===== src/sfcmd_pkg.sv =====
// Functional notes
// - Status readback streams the status byte repeatedly
// - Config readback sends register one, then two
// - Pause opcodes suspend busy work; resume opcodes continue it
// - Signature read: three dummies, then device byte
// - Combined read: two dummies, address, identifier bytes
// - Address zero: manufacturer first; one: device first
// - Entry opcode enters secured area; exit leaves
// - Memory reset needs reset-arm immediately before
// - Any command between arm and reset cancels
`default_nettype none
package sfcmd_pkg;

  // ----------------------------------------------------------------
  // Opcodes
  // ----------------------------------------------------------------
  localparam logic [7:0] OP_SET_WRITE_LATCH   = 8'h06;
  localparam logic [7:0] OP_CLEAR_WRITE_LATCH = 8'h04;
  localparam logic [7:0] OP_STATUS_READBACK   = 8'h05;
  localparam logic [7:0] OP_CONFIG_READBACK   = 8'h15;
  localparam logic [7:0] OP_PAUSE_A           = 8'h75;
  localparam logic [7:0] OP_PAUSE_B           = 8'hb0;
  localparam logic [7:0] OP_RESUME_A          = 8'h7a;
  localparam logic [7:0] OP_RESUME_B          = 8'h30;
  localparam logic [7:0] OP_SIGNATURE_READ    = 8'hab;
  localparam logic [7:0] OP_COMBINED_ID_READ  = 8'h90;
  localparam logic [7:0] OP_SECURE_ENTRY      = 8'hb1;
  localparam logic [7:0] OP_SECURE_EXIT       = 8'hc1;
  localparam logic [7:0] OP_SECURITY_LOCK     = 8'h2f;
  localparam logic [7:0] OP_RESET_ARM         = 8'h66;
  localparam logic [7:0] OP_RESET_MEMORY      = 8'h99;

  // ----------------------------------------------------------------
  // Frame counting
  // ----------------------------------------------------------------
  localparam logic [2:0] CNT_ZERO        = 3'h0;  // No byte yet / bit 0
  localparam logic [2:0] CNT_OPCODE_ONLY = 3'h1;  // Exactly one byte seen
  localparam logic [2:0] CNT_ID_ADDR     = 3'h3;  // Index of last dummy/address byte
  localparam logic [2:0] CNT_SAT         = 3'h4;  // Byte counter saturates here
  localparam logic [2:0] BIT_LAST        = 3'h7;  // Last bit of a byte
  localparam logic [7:0] ADDR_MFR_FIRST  = 8'h00;
  localparam logic [7:0] ADDR_DEV_FIRST  = 8'h01;
  localparam logic [7:0] DATA_IDLE       = 8'h00; // Driven when nothing to send
  localparam logic [2:0] PIN_IDLE        = 3'h2;  // {sclk, cs_n, si} at rest

  // ----------------------------------------------------------------
  // Control state carried out of the block
  // ----------------------------------------------------------------
  typedef struct packed {
    logic write_enable_latch;
    logic secure_area_mode;
    logic lock_down;
    logic suspended;
  } sfcmd_ctl_type;

  localparam sfcmd_ctl_type CTL_RESET = '0;

endpackage : sfcmd_pkg
`default_nettype wire


===== src/sfcmd_out_shifter.sv =====
`timescale 1ns/100ps
`default_nettype none
module sfcmd_out_shifter #(
  parameter int WIDTH = 8
) (
  input  wire logic             sys_clk,
  input  wire logic             resetn,
  input  wire logic             load,   // Take new word, MSB appears at once
  input  wire logic             shift,  // Advance one bit
  input  wire logic [WIDTH-1:0] data,
  output logic                  so
);

  // ----------------------------------------------------------------
  // Elaboration check
  // ----------------------------------------------------------------
  if (WIDTH < 2) begin : g_bad_width
    $error("sfcmd_out_shifter needs WIDTH of at least 2");
  end

  logic [WIDTH-1:0] sr;  // Output shift register

  // Load has priority so a word boundary never loses its MSB
  always_ff @(posedge sys_clk or negedge resetn) begin
    if (!resetn) begin
      sr <= '0;
    end else if (load) begin
      sr <= data;
    end else if (shift) begin
      sr <= {sr[WIDTH-2:0], 1'b0};
    end
  end

  assign so = sr[WIDTH-1];

endmodule : sfcmd_out_shifter
`default_nettype wire


===== src/sfcmd_top.sv =====
`timescale 1ns/100ps
`default_nettype none
module sfcmd_top
  import sfcmd_pkg::*;
#(
  parameter logic [7:0] MANUFACTURER_ID = 8'h5a,  // Arbitrary value
  parameter logic [7:0] DEVICE_ID       = 8'ha5   // Arbitrary value
) (
  input  wire logic          sys_clk,
  input  wire logic          resetn,
  input  wire logic          sclk,
  input  wire logic          cs_n,
  input  wire logic          si,
  input  wire logic [7:0]    status_reg,
  input  wire logic [7:0]    config1,
  input  wire logic [7:0]    config2,
  input  wire logic          array_busy,
  output logic               so,
  output logic               so_oe_n,
  output sfcmd_ctl_type      ctl,
  output logic               suspend_pulse,
  output logic               resume_pulse,
  output logic               memory_reset_pulse
);

  // ----------------------------------------------------------------
  // Pin synchronisers
  // ----------------------------------------------------------------
  logic [2:0] pin_meta;    // First stage, read only by pin_sync
  logic [2:0] pin_sync;    // {sclk, cs_n, si} in sys_clk domain
  logic       sclk_prev;   // For edge detection
  logic       cs_prev;     // For select release detection

  // Two flops per pin; SCLK must stay well below sys_clk/4
  always_ff @(posedge sys_clk or negedge resetn) begin
    if (!resetn) begin
      pin_meta  <= PIN_IDLE;
      pin_sync  <= PIN_IDLE;
      sclk_prev <= 1'b0;
      cs_prev   <= 1'b1;
    end else begin
      pin_meta  <= {sclk, cs_n, si};
      pin_sync  <= pin_meta;
      sclk_prev <= pin_sync[2];
      cs_prev   <= pin_sync[1];
    end
  end

  wire sclk_s    = pin_sync[2];
  wire cs_s      = pin_sync[1];
  wire si_s      = pin_sync[0];
  wire sclk_rise = sclk_s & ~sclk_prev & ~cs_s;
  wire sclk_fall = ~sclk_s & sclk_prev & ~cs_s;
  wire cs_rise   = cs_s & ~cs_prev;

  // ----------------------------------------------------------------
  // Input framing
  // ----------------------------------------------------------------
  logic [6:0] shift_in;   // Bits of the byte in progress
  logic [2:0] bit_cnt;    // Bit index inside the byte
  logic [2:0] byte_cnt;   // Completed bytes, saturating
  logic [7:0] opcode;     // First byte of the frame
  logic       alt;        // Parity of completed bytes
  logic       addr_lsb;   // Kept address bit of combined read

  wire [7:0] in_byte   = {shift_in, si_s};
  wire       byte_done = sclk_rise & (bit_cnt == BIT_LAST);
  wire       first     = (byte_cnt == CNT_ZERO);
  wire [7:0] cur_op    = first ? in_byte : opcode;

  // Counters restart whenever select is released
  always_ff @(posedge sys_clk or negedge resetn) begin
    if (!resetn) begin
      shift_in <= '0;
      bit_cnt  <= CNT_ZERO;
      byte_cnt <= CNT_ZERO;
      opcode   <= DATA_IDLE;
      alt      <= 1'b0;
      addr_lsb <= 1'b0;
    end else if (cs_s) begin
      bit_cnt  <= CNT_ZERO;
      byte_cnt <= CNT_ZERO;
      alt      <= 1'b0;
    end else if (sclk_rise) begin
      shift_in <= in_byte[6:0];
      bit_cnt  <= bit_cnt + 3'h1;
      if (byte_done) begin
        alt <= ~alt;
        if (first) opcode <= in_byte;
        if (byte_cnt != CNT_SAT) byte_cnt <= byte_cnt + 3'h1;
        if (byte_cnt == CNT_ID_ADDR) addr_lsb <= in_byte[0];
      end
    end
  end

  // ----------------------------------------------------------------
  // Readback data selection
  // ----------------------------------------------------------------
  wire       id_ready  = (byte_cnt >= CNT_ID_ADDR);
  wire       addr_bit  = (byte_cnt == CNT_ID_ADDR) ? in_byte[0] : addr_lsb;
  wire [7:0] cfg_byte  = alt ? config2 : config1;
  wire [7:0] sig_byte  = id_ready ? DEVICE_ID : DATA_IDLE;
  wire [7:0] pair_byte = (alt ^ addr_bit) ? MANUFACTURER_ID : DEVICE_ID;
  wire [7:0] combo_byte = id_ready ? pair_byte : DATA_IDLE;
  wire       is_status = (cur_op == OP_STATUS_READBACK);
  wire       is_config = (cur_op == OP_CONFIG_READBACK);
  wire       is_sig    = (cur_op == OP_SIGNATURE_READ);
  wire       is_combo  = (cur_op == OP_COMBINED_ID_READ);
  wire       is_read   = is_status | is_config | is_sig | is_combo;
  wire [7:0] next_out  = is_status ? status_reg :
                         is_config ? cfg_byte :
                         is_sig    ? sig_byte :
                         is_combo  ? combo_byte : DATA_IDLE;

  logic [7:0] out_byte;   // Word waiting for the next falling edge
  logic       load_pend;  // A word is waiting
  logic       drive;      // SO is being driven

  // Word chosen at the last rising edge, presented at the next falling
  always_ff @(posedge sys_clk or negedge resetn) begin
    if (!resetn) begin
      out_byte  <= DATA_IDLE;
      load_pend <= 1'b0;
      drive     <= 1'b0;
    end else if (cs_s) begin
      load_pend <= 1'b0;
      drive     <= 1'b0;
    end else if (byte_done) begin
      out_byte  <= next_out;
      load_pend <= is_read;
    end else if (sclk_fall && load_pend) begin
      load_pend <= 1'b0;
      drive     <= 1'b1;
    end
  end

  sfcmd_out_shifter #(.WIDTH(8)) u_shift (
    .sys_clk (sys_clk),
    .resetn  (resetn),
    .load    (sclk_fall & load_pend),
    .shift   (sclk_fall),
    .data    (out_byte),
    .so      (so)
  );

  assign so_oe_n = ~drive;

  // ----------------------------------------------------------------
  // Single-byte command execution at select release
  // ----------------------------------------------------------------
  logic armed;  // Reset-arm was the immediately previous command

  // Only frames ending exactly on the first byte boundary execute
  wire exec       = cs_rise & (bit_cnt == CNT_ZERO) & (byte_cnt == CNT_OPCODE_ONLY);
  wire any_cmd    = cs_rise & (byte_cnt != CNT_ZERO);
  wire pause_hit  = (opcode == OP_PAUSE_A) | (opcode == OP_PAUSE_B);
  wire resume_hit = (opcode == OP_RESUME_A) | (opcode == OP_RESUME_B);
  wire do_pause   = exec & pause_hit & array_busy & ~ctl.suspended;
  wire do_resume  = exec & resume_hit & ctl.suspended;
  wire do_reset   = exec & (opcode == OP_RESET_MEMORY) & armed;
  wire do_lock    = exec & (opcode == OP_SECURITY_LOCK);
  wire do_wel_set = exec & (opcode == OP_SET_WRITE_LATCH);
  wire do_wel_clr = (exec & (opcode == OP_CLEAR_WRITE_LATCH)) |
                    do_pause | do_reset | do_lock;
  wire do_enter   = exec & (opcode == OP_SECURE_ENTRY);
  wire do_leave   = (exec & (opcode == OP_SECURE_EXIT)) | do_reset;

  // Soft reset clears volatile state but never the lock-down bit
  always_ff @(posedge sys_clk or negedge resetn) begin
    if (!resetn) begin
      ctl                <= CTL_RESET;
      armed              <= 1'b0;
      suspend_pulse      <= 1'b0;
      resume_pulse       <= 1'b0;
      memory_reset_pulse <= 1'b0;
    end else begin
      suspend_pulse      <= do_pause;
      resume_pulse       <= do_resume;
      memory_reset_pulse <= do_reset;
      if (any_cmd) armed <= exec & (opcode == OP_RESET_ARM);
      if (do_wel_set) ctl.write_enable_latch <= 1'b1;
      else if (do_wel_clr) ctl.write_enable_latch <= 1'b0;
      if (do_enter) ctl.secure_area_mode <= 1'b1;
      else if (do_leave) ctl.secure_area_mode <= 1'b0;
      if (do_lock) ctl.lock_down <= 1'b1;
      if (do_pause) ctl.suspended <= 1'b1;
      else if (do_resume || do_reset) ctl.suspended <= 1'b0;
    end
  end
endmodule : sfcmd_top
`default_nettype wire


===== config.mk =====
export PLATFORM = sky130hd
export DESIGN_NAME = sfcmd_top
export DESIGN_NICKNAME = d
export VERILOG_FILES = /design/src/sfcmd_pkg.sv /design/src/sfcmd_out_shifter.sv /design/src/sfcmd_top.sv
export SDC_FILE = /design/constraint.sdc
export NUM_CORES = 1
export LEC_CHECK = 0
export ABC_AREA = 0
export BUFFER_PORTS_ARGS = -buffer_cell sky130_fd_sc_hd__buf_2
export CAP_MARGIN = 20
export CORE_ASPECT_RATIO = 1.75
export CORE_MARGIN = 2
export CORE_UTILIZATION = 52
export CTS_CLUSTER_SIZE = 8
export DETAILED_ROUTE_END_ITERATION = 6
export PLACE_DENSITY_LB_ADDON = 0.2
export SLEW_MARGIN = 20
export SYNTH_ARGS = -nofsm -noshare
export SYNTH_HDL_FRONTEND = slang
export SYNTH_SLANG_ARGS = --single-unit

===== constraint.sdc =====
create_clock -name sys_clk -period 2 [get_ports sys_clk]
set_input_delay 0.4 -clock sys_clk [delete_from_list [all_inputs] [get_ports sys_clk]]
set_output_delay 0.4 -clock sys_clk [all_outputs]
set_load 0.005 [all_outputs]

* Word level (Yosys, flattened, before mapping)
Index checks and enable logic that the tools add are counted.
** Word-level totals
- Bits in registers :: 57
- Bits in latches :: 0
- Bits in writable memories :: 0
- ROM bits :: 0
- Input port bits :: 30
- Output and inout port bits :: 9
- Word-level logic and storage cells :: 138
- Memories kept :: 0
** Operators by class
- Add/sub/neg operators :: 2
- $mul :: 0
- Divide/modulo/power cells :: 0
- Magnitude comparators :: 1
- Equality and inequality tests :: 20
- Shift-type cells :: 0
- Mux-type cells :: 33
- Bitwise logic cells :: 40
- Reductions and logical operators :: 20
** Operators by type and width (count)
- $mux W8 :: 11
- $eq A8 B8 Y1 const B :: 6
- $eq A8 B3 Y1 const B :: 3
- $eq A8 B7 Y1 const B :: 3
- $and A1 B1 Y1 :: 23
- $mux W3 :: 6
- $eq A8 B6 Y1 const B :: 2
- $mux W1 :: 16
- $reduce_bool A2 Y1 :: 8
- $or A1 B1 Y1 :: 9
- $eq A8 B5 Y1 const B :: 1
- $reduce_and A2 Y1 :: 4
- $not A1 Y1 :: 7
- $add A3 B1 Y3 const B :: 2
- $logic_not A3 Y1 :: 2
- $reduce_and A3 Y1 :: 2
- $reduce_bool A3 Y1 :: 2
- $eq A3 B1 Y1 const B :: 1
- $eq A3 B2 Y1 const B :: 1
- $eq A3 B3 Y1 const B :: 1
- $ge A3 B2 Y1 const B :: 1
- $ne A3 B3 Y1 const B :: 1
- $ne A2 B2 Y1 const B :: 1
- $logic_and A1 B1 Y1 :: 1
- other kinds (2) :: 2

* Logic depth before layout (Yosys ltp)
- Word-level depth :: 12
- Depth in mapped cells :: 9
- Depth with buffers taken out :: 8

* Hierarchy
From an unflattened synthesis, not the netlist that was laid out.
** Second synthesis, totals
- Cell total of the unflattened synthesis :: 268
- Area, all modules :: 2906.5 um^2
** By module, submodules not included
- sfcmd_top :: times used 1, cells an instance 234, area each 2537.4 um^2, sequential area each 1229.9 um^2
- sfcmd_out_shifter :: times used 1, cells an instance 34, area each 369.1 um^2, sequential area each 200.2 um^2

* Worst setup path after synthesis
Ideal clock, no wire load.
- Path type :: register to register
- Start point :: reg byte_cnt[0]
- End point :: reg out_byte[7]
- Setup time :: 73 ps
- Arrival time :: 2114 ps
- Required time :: 1927 ps
- Slack :: -187 ps
- Cell stages (with the launch flop) :: 9
- Buffers on the path :: 0
- Clock period less this slack :: 2187 ps
- Cell sequence :: dfrtp_1 -> inv_1 -> ha_1 -> or2b_4 -> mux2i_1 -> or4b_4 -> o211ai_2 -> nand2_2 -> a21oi_2
** On the way
- Longest elaborated chain between the ends :: 9
- Elaborated cells between the ends (all ways) :: 17
- Those cells by class :: 1 x order compare; 5 x eq/ne; 9 x mux; 1 x bitwise; 1 x reduce/logical
** Ends and longest elaborated chain
- start: declaration :: RTL line sfcmd_top.sv:61 : logic [2:0] byte_cnt;
- start signal: assignment :: RTL line sfcmd_top.sv:90 : if (byte_cnt != CNT_SAT) byte_cnt <= byte_cnt + 3'h1;
- $eq A3 B2 Y1 :: RTL line sfcmd_top.sv:100 : wire addr_bit = (byte_cnt == CNT_ID_ADDR) ? in_byte[0] : addr_lsb;
- $mux W1
- $xor A1 B1 Y1 :: RTL line sfcmd_top.sv:103 : wire [7:0] pair_byte = (alt ^ addr_bit) ? MANUFACTURER_ID : DEVICE_ID;
- $mux W8 :: RTL line sfcmd_top.sv:103
- $mux W8 :: RTL line sfcmd_top.sv:104 : wire [7:0] combo_byte = id_ready ? pair_byte : DATA_IDLE;
- $mux W8 :: RTL line sfcmd_top.sv:113 : is_combo ? combo_byte : DATA_IDLE;
- $mux W8 :: RTL line sfcmd_top.sv:112 : is_sig ? sig_byte :
- $mux W8 :: RTL line sfcmd_top.sv:111 : is_config ? cfg_byte :
- $mux W8 (*) :: RTL line sfcmd_top.sv:110 : wire [7:0] next_out = is_status ? status_reg :
- end signal: assignment :: RTL line sfcmd_top.sv:129 : out_byte <= next_out;
- end: declaration :: RTL line sfcmd_top.sv:115 : logic [7:0] out_byte;
Every way passes the cells marked *; elsewhere a longest branch is shown, timed or not.
A chain may end at the register's enable or synchronous reset.

* Worst setup path in the final report
- Start point :: reg byte_cnt[0]
- End point :: reg out_byte[1]
Same word-level chain as after synthesis.

==> flow_summary.rst <==
.. list-table::
   :header-rows: 1

   * - Metric
     - Value
   * - Clock buffer count from CTS
     - 9
   * - Crit path max fanout
     - 6
   * - Startpoint of the worst register-to-register path
     - byte_cnt[0]$_DFFE_PN0P_
   * - Initial DRC count
     - 85
   * - Number of enable flip-flop cells after synthesis
     - 0
   * - Number of gates on the worst path with buffers counted
     - 10
   * - Syn_nets
     - slightly above 300
   * - Total number of yosys warnings
     - 0
   * - Worst vdd ir
     - 0.0006030 V
   * - Clock Tree Root
     - sky130_fd_sc_hd__clkbuf_8
   * - Area growth from synthesis to layout
     - 28.65%
   * - Final period demand of the worst path
     - roughly 2100 ps
   * - CTS clock-pin slew for the worst setup and hold paths
     - ~70 ps
   * - Die Y
     - around 100 microns
   * - Seq/Total Area, Yosys
     - roughly half
   * - Path type of the worst min-delay path
     - in2async
   * - Reg2reg path depth
     - 10
   * - Count of input and output buffers
     - 38
   * - Number of antenna cells inserted
     - 0
   * - Launching element type of the critical path
     - flip-flop
   * - Final core utilization
     - roughly two thirds
   * - Final critical-path setup slack
     - -149.0 ps
   * - Clock insertion delay at the later pin of the skew report
     - about 340 ps
   * - Met3 Resource Use GR
     - 3.890%
   * - Fraction of post-synthesis cell area in the top cell type by area
     - a little under half
   * - Maximum buffer depth of the clock tree
     - 2
   * - Cell breakdown of the critical path
     - inv_2 -> ha_4 -> buf_4 -> nor4bb_2 -> a21oi_1 -> o41ai_2 -> buf_4 -> nor3b_4 -> nor2_2 -> a21oi_1
   * - Weighted congestion at the end of routability-driven global placement
     - 0.8874
   * - Cell with the most instances after synthesis
     - sky130_fd_sc_hd__dfrtp_1
   * - Antenna-violating nets left
     - 0
   * - Final layout net count
     - ~380
   * - Worst Max-Slew Pin Slew
     - between 900 and 1000 ps
   * - Final setup skew
     - roughly 13 ps
   * - Post-detailed-placement cell area
     - 0.003407 sq mm
   * - Final wirelength
     - ~7 mm
   * - Die Span X
     - around 60 microns
   * - Max frequency
     - 0.4653 GHz
   * - Max-slew violation total from the final report
     - 0
   * - Largest area contributor in the synthesized netlist
     - sky130_fd_sc_hd__dfrtp_1
   * - Gr ovfl total
     - 0
   * - Die ar.
     - 0.006197 sq mm
   * - Initial core utilization
     - between 50% and 60%
   * - Violations in the final reports
     - negative setup slack
   * - Synthesized area
     - 0.002892 sq mm
   * - Total Routing Usage GR
     - 24.26%
   * - Proportion of synthesized flip-flops having asynchronous set or reset
     - 100.0%
   * - Global-route wire length before repair
     - roughly 11 mm
   * - DRC
     - 0
   * - Share of the cycle needed by the critical path after routing
     - 107.5%
   * - Required time of the critical path
     - 2220 ps
   * - Detailed-router iteration count before antenna repair
     - 4
   * - Data arrival time at the worst-slack endpoint
     - 2370 ps
   * - Routed wire length per instance
     - 16.17 microns
   * - Clock tree from TritonCTS
     - yes
   * - Routing layer with the top usage in global route
     - met2
   * - Clock Sinks
     - 57
   * - Synthesized netlist cell count
     - roughly 270
   * - Fin area
     - approximately 0.0037 sq mm
   * - # hold bufs at CTS
     - 0
   * - # setup viols final
     - 9
   * - Outcome
     - complete, but fails checks
   * - Relative max-transition margin
     - between 30% and 40%
   * - Drt via density
     - around 5.5
   * - Total half-perimeter wirelength after legalization and detailed placement
     - between 5 and 6 mm
   * - Maximum single-stage delay on the critical path
     - ~400 ps
   * - Post-synthesis sequential element count
     - 57
   * - Largest net degree at the start of global routing
     - 35
   * - Met1 routing resource usage after global routing
     - approximately 24%
   * - Buffer and inverter count on the worst path
     - 3
   * - Via Count
     - between 2k and 2.5k
   * - Share of final-layout standard cells stronger than drive strength 1
     - 42.77%
   * - Unrepaired setup endpoints after global routing
     - true
   * - M2 GR Usage
     - between 40% and 50%
   * - Main area contributors after synthesis
     - sky130_fd_sc_hd__dfrtp_1 47%, sky130_fd_sc_hd__mux2_2 9.7%, sky130_fd_sc_hd__mux2i_1 4.8%
   * - Reg2Reg Setup Slack
     - -150 ps
   * - LEAKAGE
     - around 0.0017 uW
   * - Rows
     - 36
   * - H-tree depth reported by CTS
     - 3
   * - Final hold viol count
     - 0
   * - Number of global-route vias before repair
     - around 2.4k
   * - Number of unique standard cell types used by synthesis
     - 46
   * - Commonest register cell after synthesis
     - sky130_fd_sc_hd__dfrtp_1
   * - Power per cell area
     - between 700 and 800 mW/mm^2
   * - Antenna violations before repair
     - 0
   * - Average size of a mapped cell
     - 10.79 sq um
   * - Max-capacitance violation count
     - 0
   * - Endpoint of the worst-slack reg-to-reg timing path
     - out_byte[1]$_DFFE_PN0P_
   * - Leading cell types by count after synthesis
     - 54 x sky130_fd_sc_hd__dfrtp_1, 27 x sky130_fd_sc_hd__nor2_1, 25 x sky130_fd_sc_hd__mux2_2
   * - Kind of end point of the critical path
     - flip-flop
   * - Dominant delay contributor by cell family on the critical path
     - compound AO/OA/AOI/OAI gates
   * - Top Ports
     - 39
   * - Crit-path slowest cell
     - sky130_fd_sc_hd__dfrtp_1
   * - Placeable Area
     - approximately 0.0055 sq mm
   * - Accumulated negative setup slack
     - -1118 ps
   * - Worst Path Class, Setup
     - reg2reg
==> sequential cells by signal (all words and copies together), names as in the netlist, 3 cells and up <==
signal and count:
bit_cnt 3, byte_cnt 3, ctl 4, opcode 8
out_byte 8, pin_meta 3, pin_sync 3, shift_in 7
u_shift.sr 8
==> power by group <==
part           internal (uW)  switching [uW]
combinational            262             273
clock                    603             447
sequential              1260            87.7
total                   2120             807
==> cell type report <==
class,count,area [sq um]
flip-flops and latches,57,1431
well taps,76,95.09
repair buffers,74,473.0
clock inverters,4,45.04
fillers,436,1730
multi-input cells,191,1500
inverters,8,30.03
clock buffers,12,145.1
==> how the worst max path moves through the flow <==
stage	startpoint	endpoint	slack (ps)
2_1_floorplan	byte_cnt[0]$_DFFE_PN0P_	out_byte[7]$_DFFE_PN0P_	-120
3_3_place_gp	byte_cnt[0]$_DFFE_PN0P_	out_byte[6]$_DFFE_PN0P_	-100
3_5_place_dp	byte_cnt[0]$_DFFE_PN0P_	out_byte[4]$_DFFE_PN0P_	-170
4_1_cts	byte_cnt[0]$_DFFE_PN0P_	out_byte[1]$_DFFE_PN0P_	-110
5_1_grt	byte_cnt[1]$_DFFE_PN0P_	out_byte[0]$_DFFE_PN0P_	-350
6_report	byte_cnt[0]$_DFFE_PN0P_	out_byte[1]$_DFFE_PN0P_	-150
==> per-layer routing <==
| layer | share of wire, % | vias up |
|---|---|---|
| li1 | - | 1097 |
| met1 | 36 | 1115 |
| met2 | 56 | 59 |
| met3 | 2.9 | 29 |
| met4 | 5.4 | 0 |
| met5 | 0 | - |
==> metrics by stage <==
step	hold WS, ps	power [uW]	std cells	setup WS (ps)
3_5_place_dp	339.6	1868	403	-167.6
4_1_cts	25.59	2926	421	-107.5
6_report	16.22	2929	422	-149.0
3_3_place_gp	333.3	1854	403	-100.2
2_1_floorplan	104.4	1603	268	-118.8
5_1_grt	60.53	3073	422	-346.8
==> worst reg2reg max path, cell delays in order (launching register included) <==
cell                       delay, ps
sky130_fd_sc_hd__dfrtp_1         390
sky130_fd_sc_hd__inv_2            80
sky130_fd_sc_hd__ha_4            150
sky130_fd_sc_hd__buf_4           130
sky130_fd_sc_hd__nor4bb_2        290
sky130_fd_sc_hd__a21oi_1         170
sky130_fd_sc_hd__o41ai_2         340
sky130_fd_sc_hd__buf_4           170
sky130_fd_sc_hd__nor3b_4          40
sky130_fd_sc_hd__nor2_2          190
sky130_fd_sc_hd__a21oi_1          90
==> layout by cell type, fill, tap and decap left out, types with 6 or more instances in the layout <==
cell                       count
sky130_fd_sc_hd__a21oi_2       6
sky130_fd_sc_hd__nand2_1      15
sky130_fd_sc_hd__nor2_1       26
sky130_fd_sc_hd__dfrtp_1      53
sky130_fd_sc_hd__o21ai_0      14
sky130_fd_sc_hd__buf_4        35
sky130_fd_sc_hd__mux2_2       24
sky130_fd_sc_hd__buf_2        38
sky130_fd_sc_hd__o22ai_1       7
sky130_fd_sc_hd__nand2b_1      7
sky130_fd_sc_hd__mux2i_1      13
sky130_fd_sc_hd__clkbuf_8     10
sky130_fd_sc_hd__inv_1         6
sky130_fd_sc_hd__a21oi_1      17
==> repair_timing <==
item | in CTS | in global routing
buffers inserted | 2 | 2
gates resized for setup | 11 | 10
setup endpoints to repair | 10 | 12
pin swaps | 5 | 6
==> cells by family (layout without fill, tap and decap cells) <==
kind of cell    Yosys count  count (layout)  synth area share (%)
fa+ha+maj                 7               7                 3.029
flops                    57              57                 49.46
buf+inv                  20              98                 2.942
compound gates           52              52                 10.30
xor+xnor                  4               4                 1.212
mux                      39              39                 14.58
simple gates             89              89                 18.48
No activity file was read; power rests on OpenSTA's default activity.
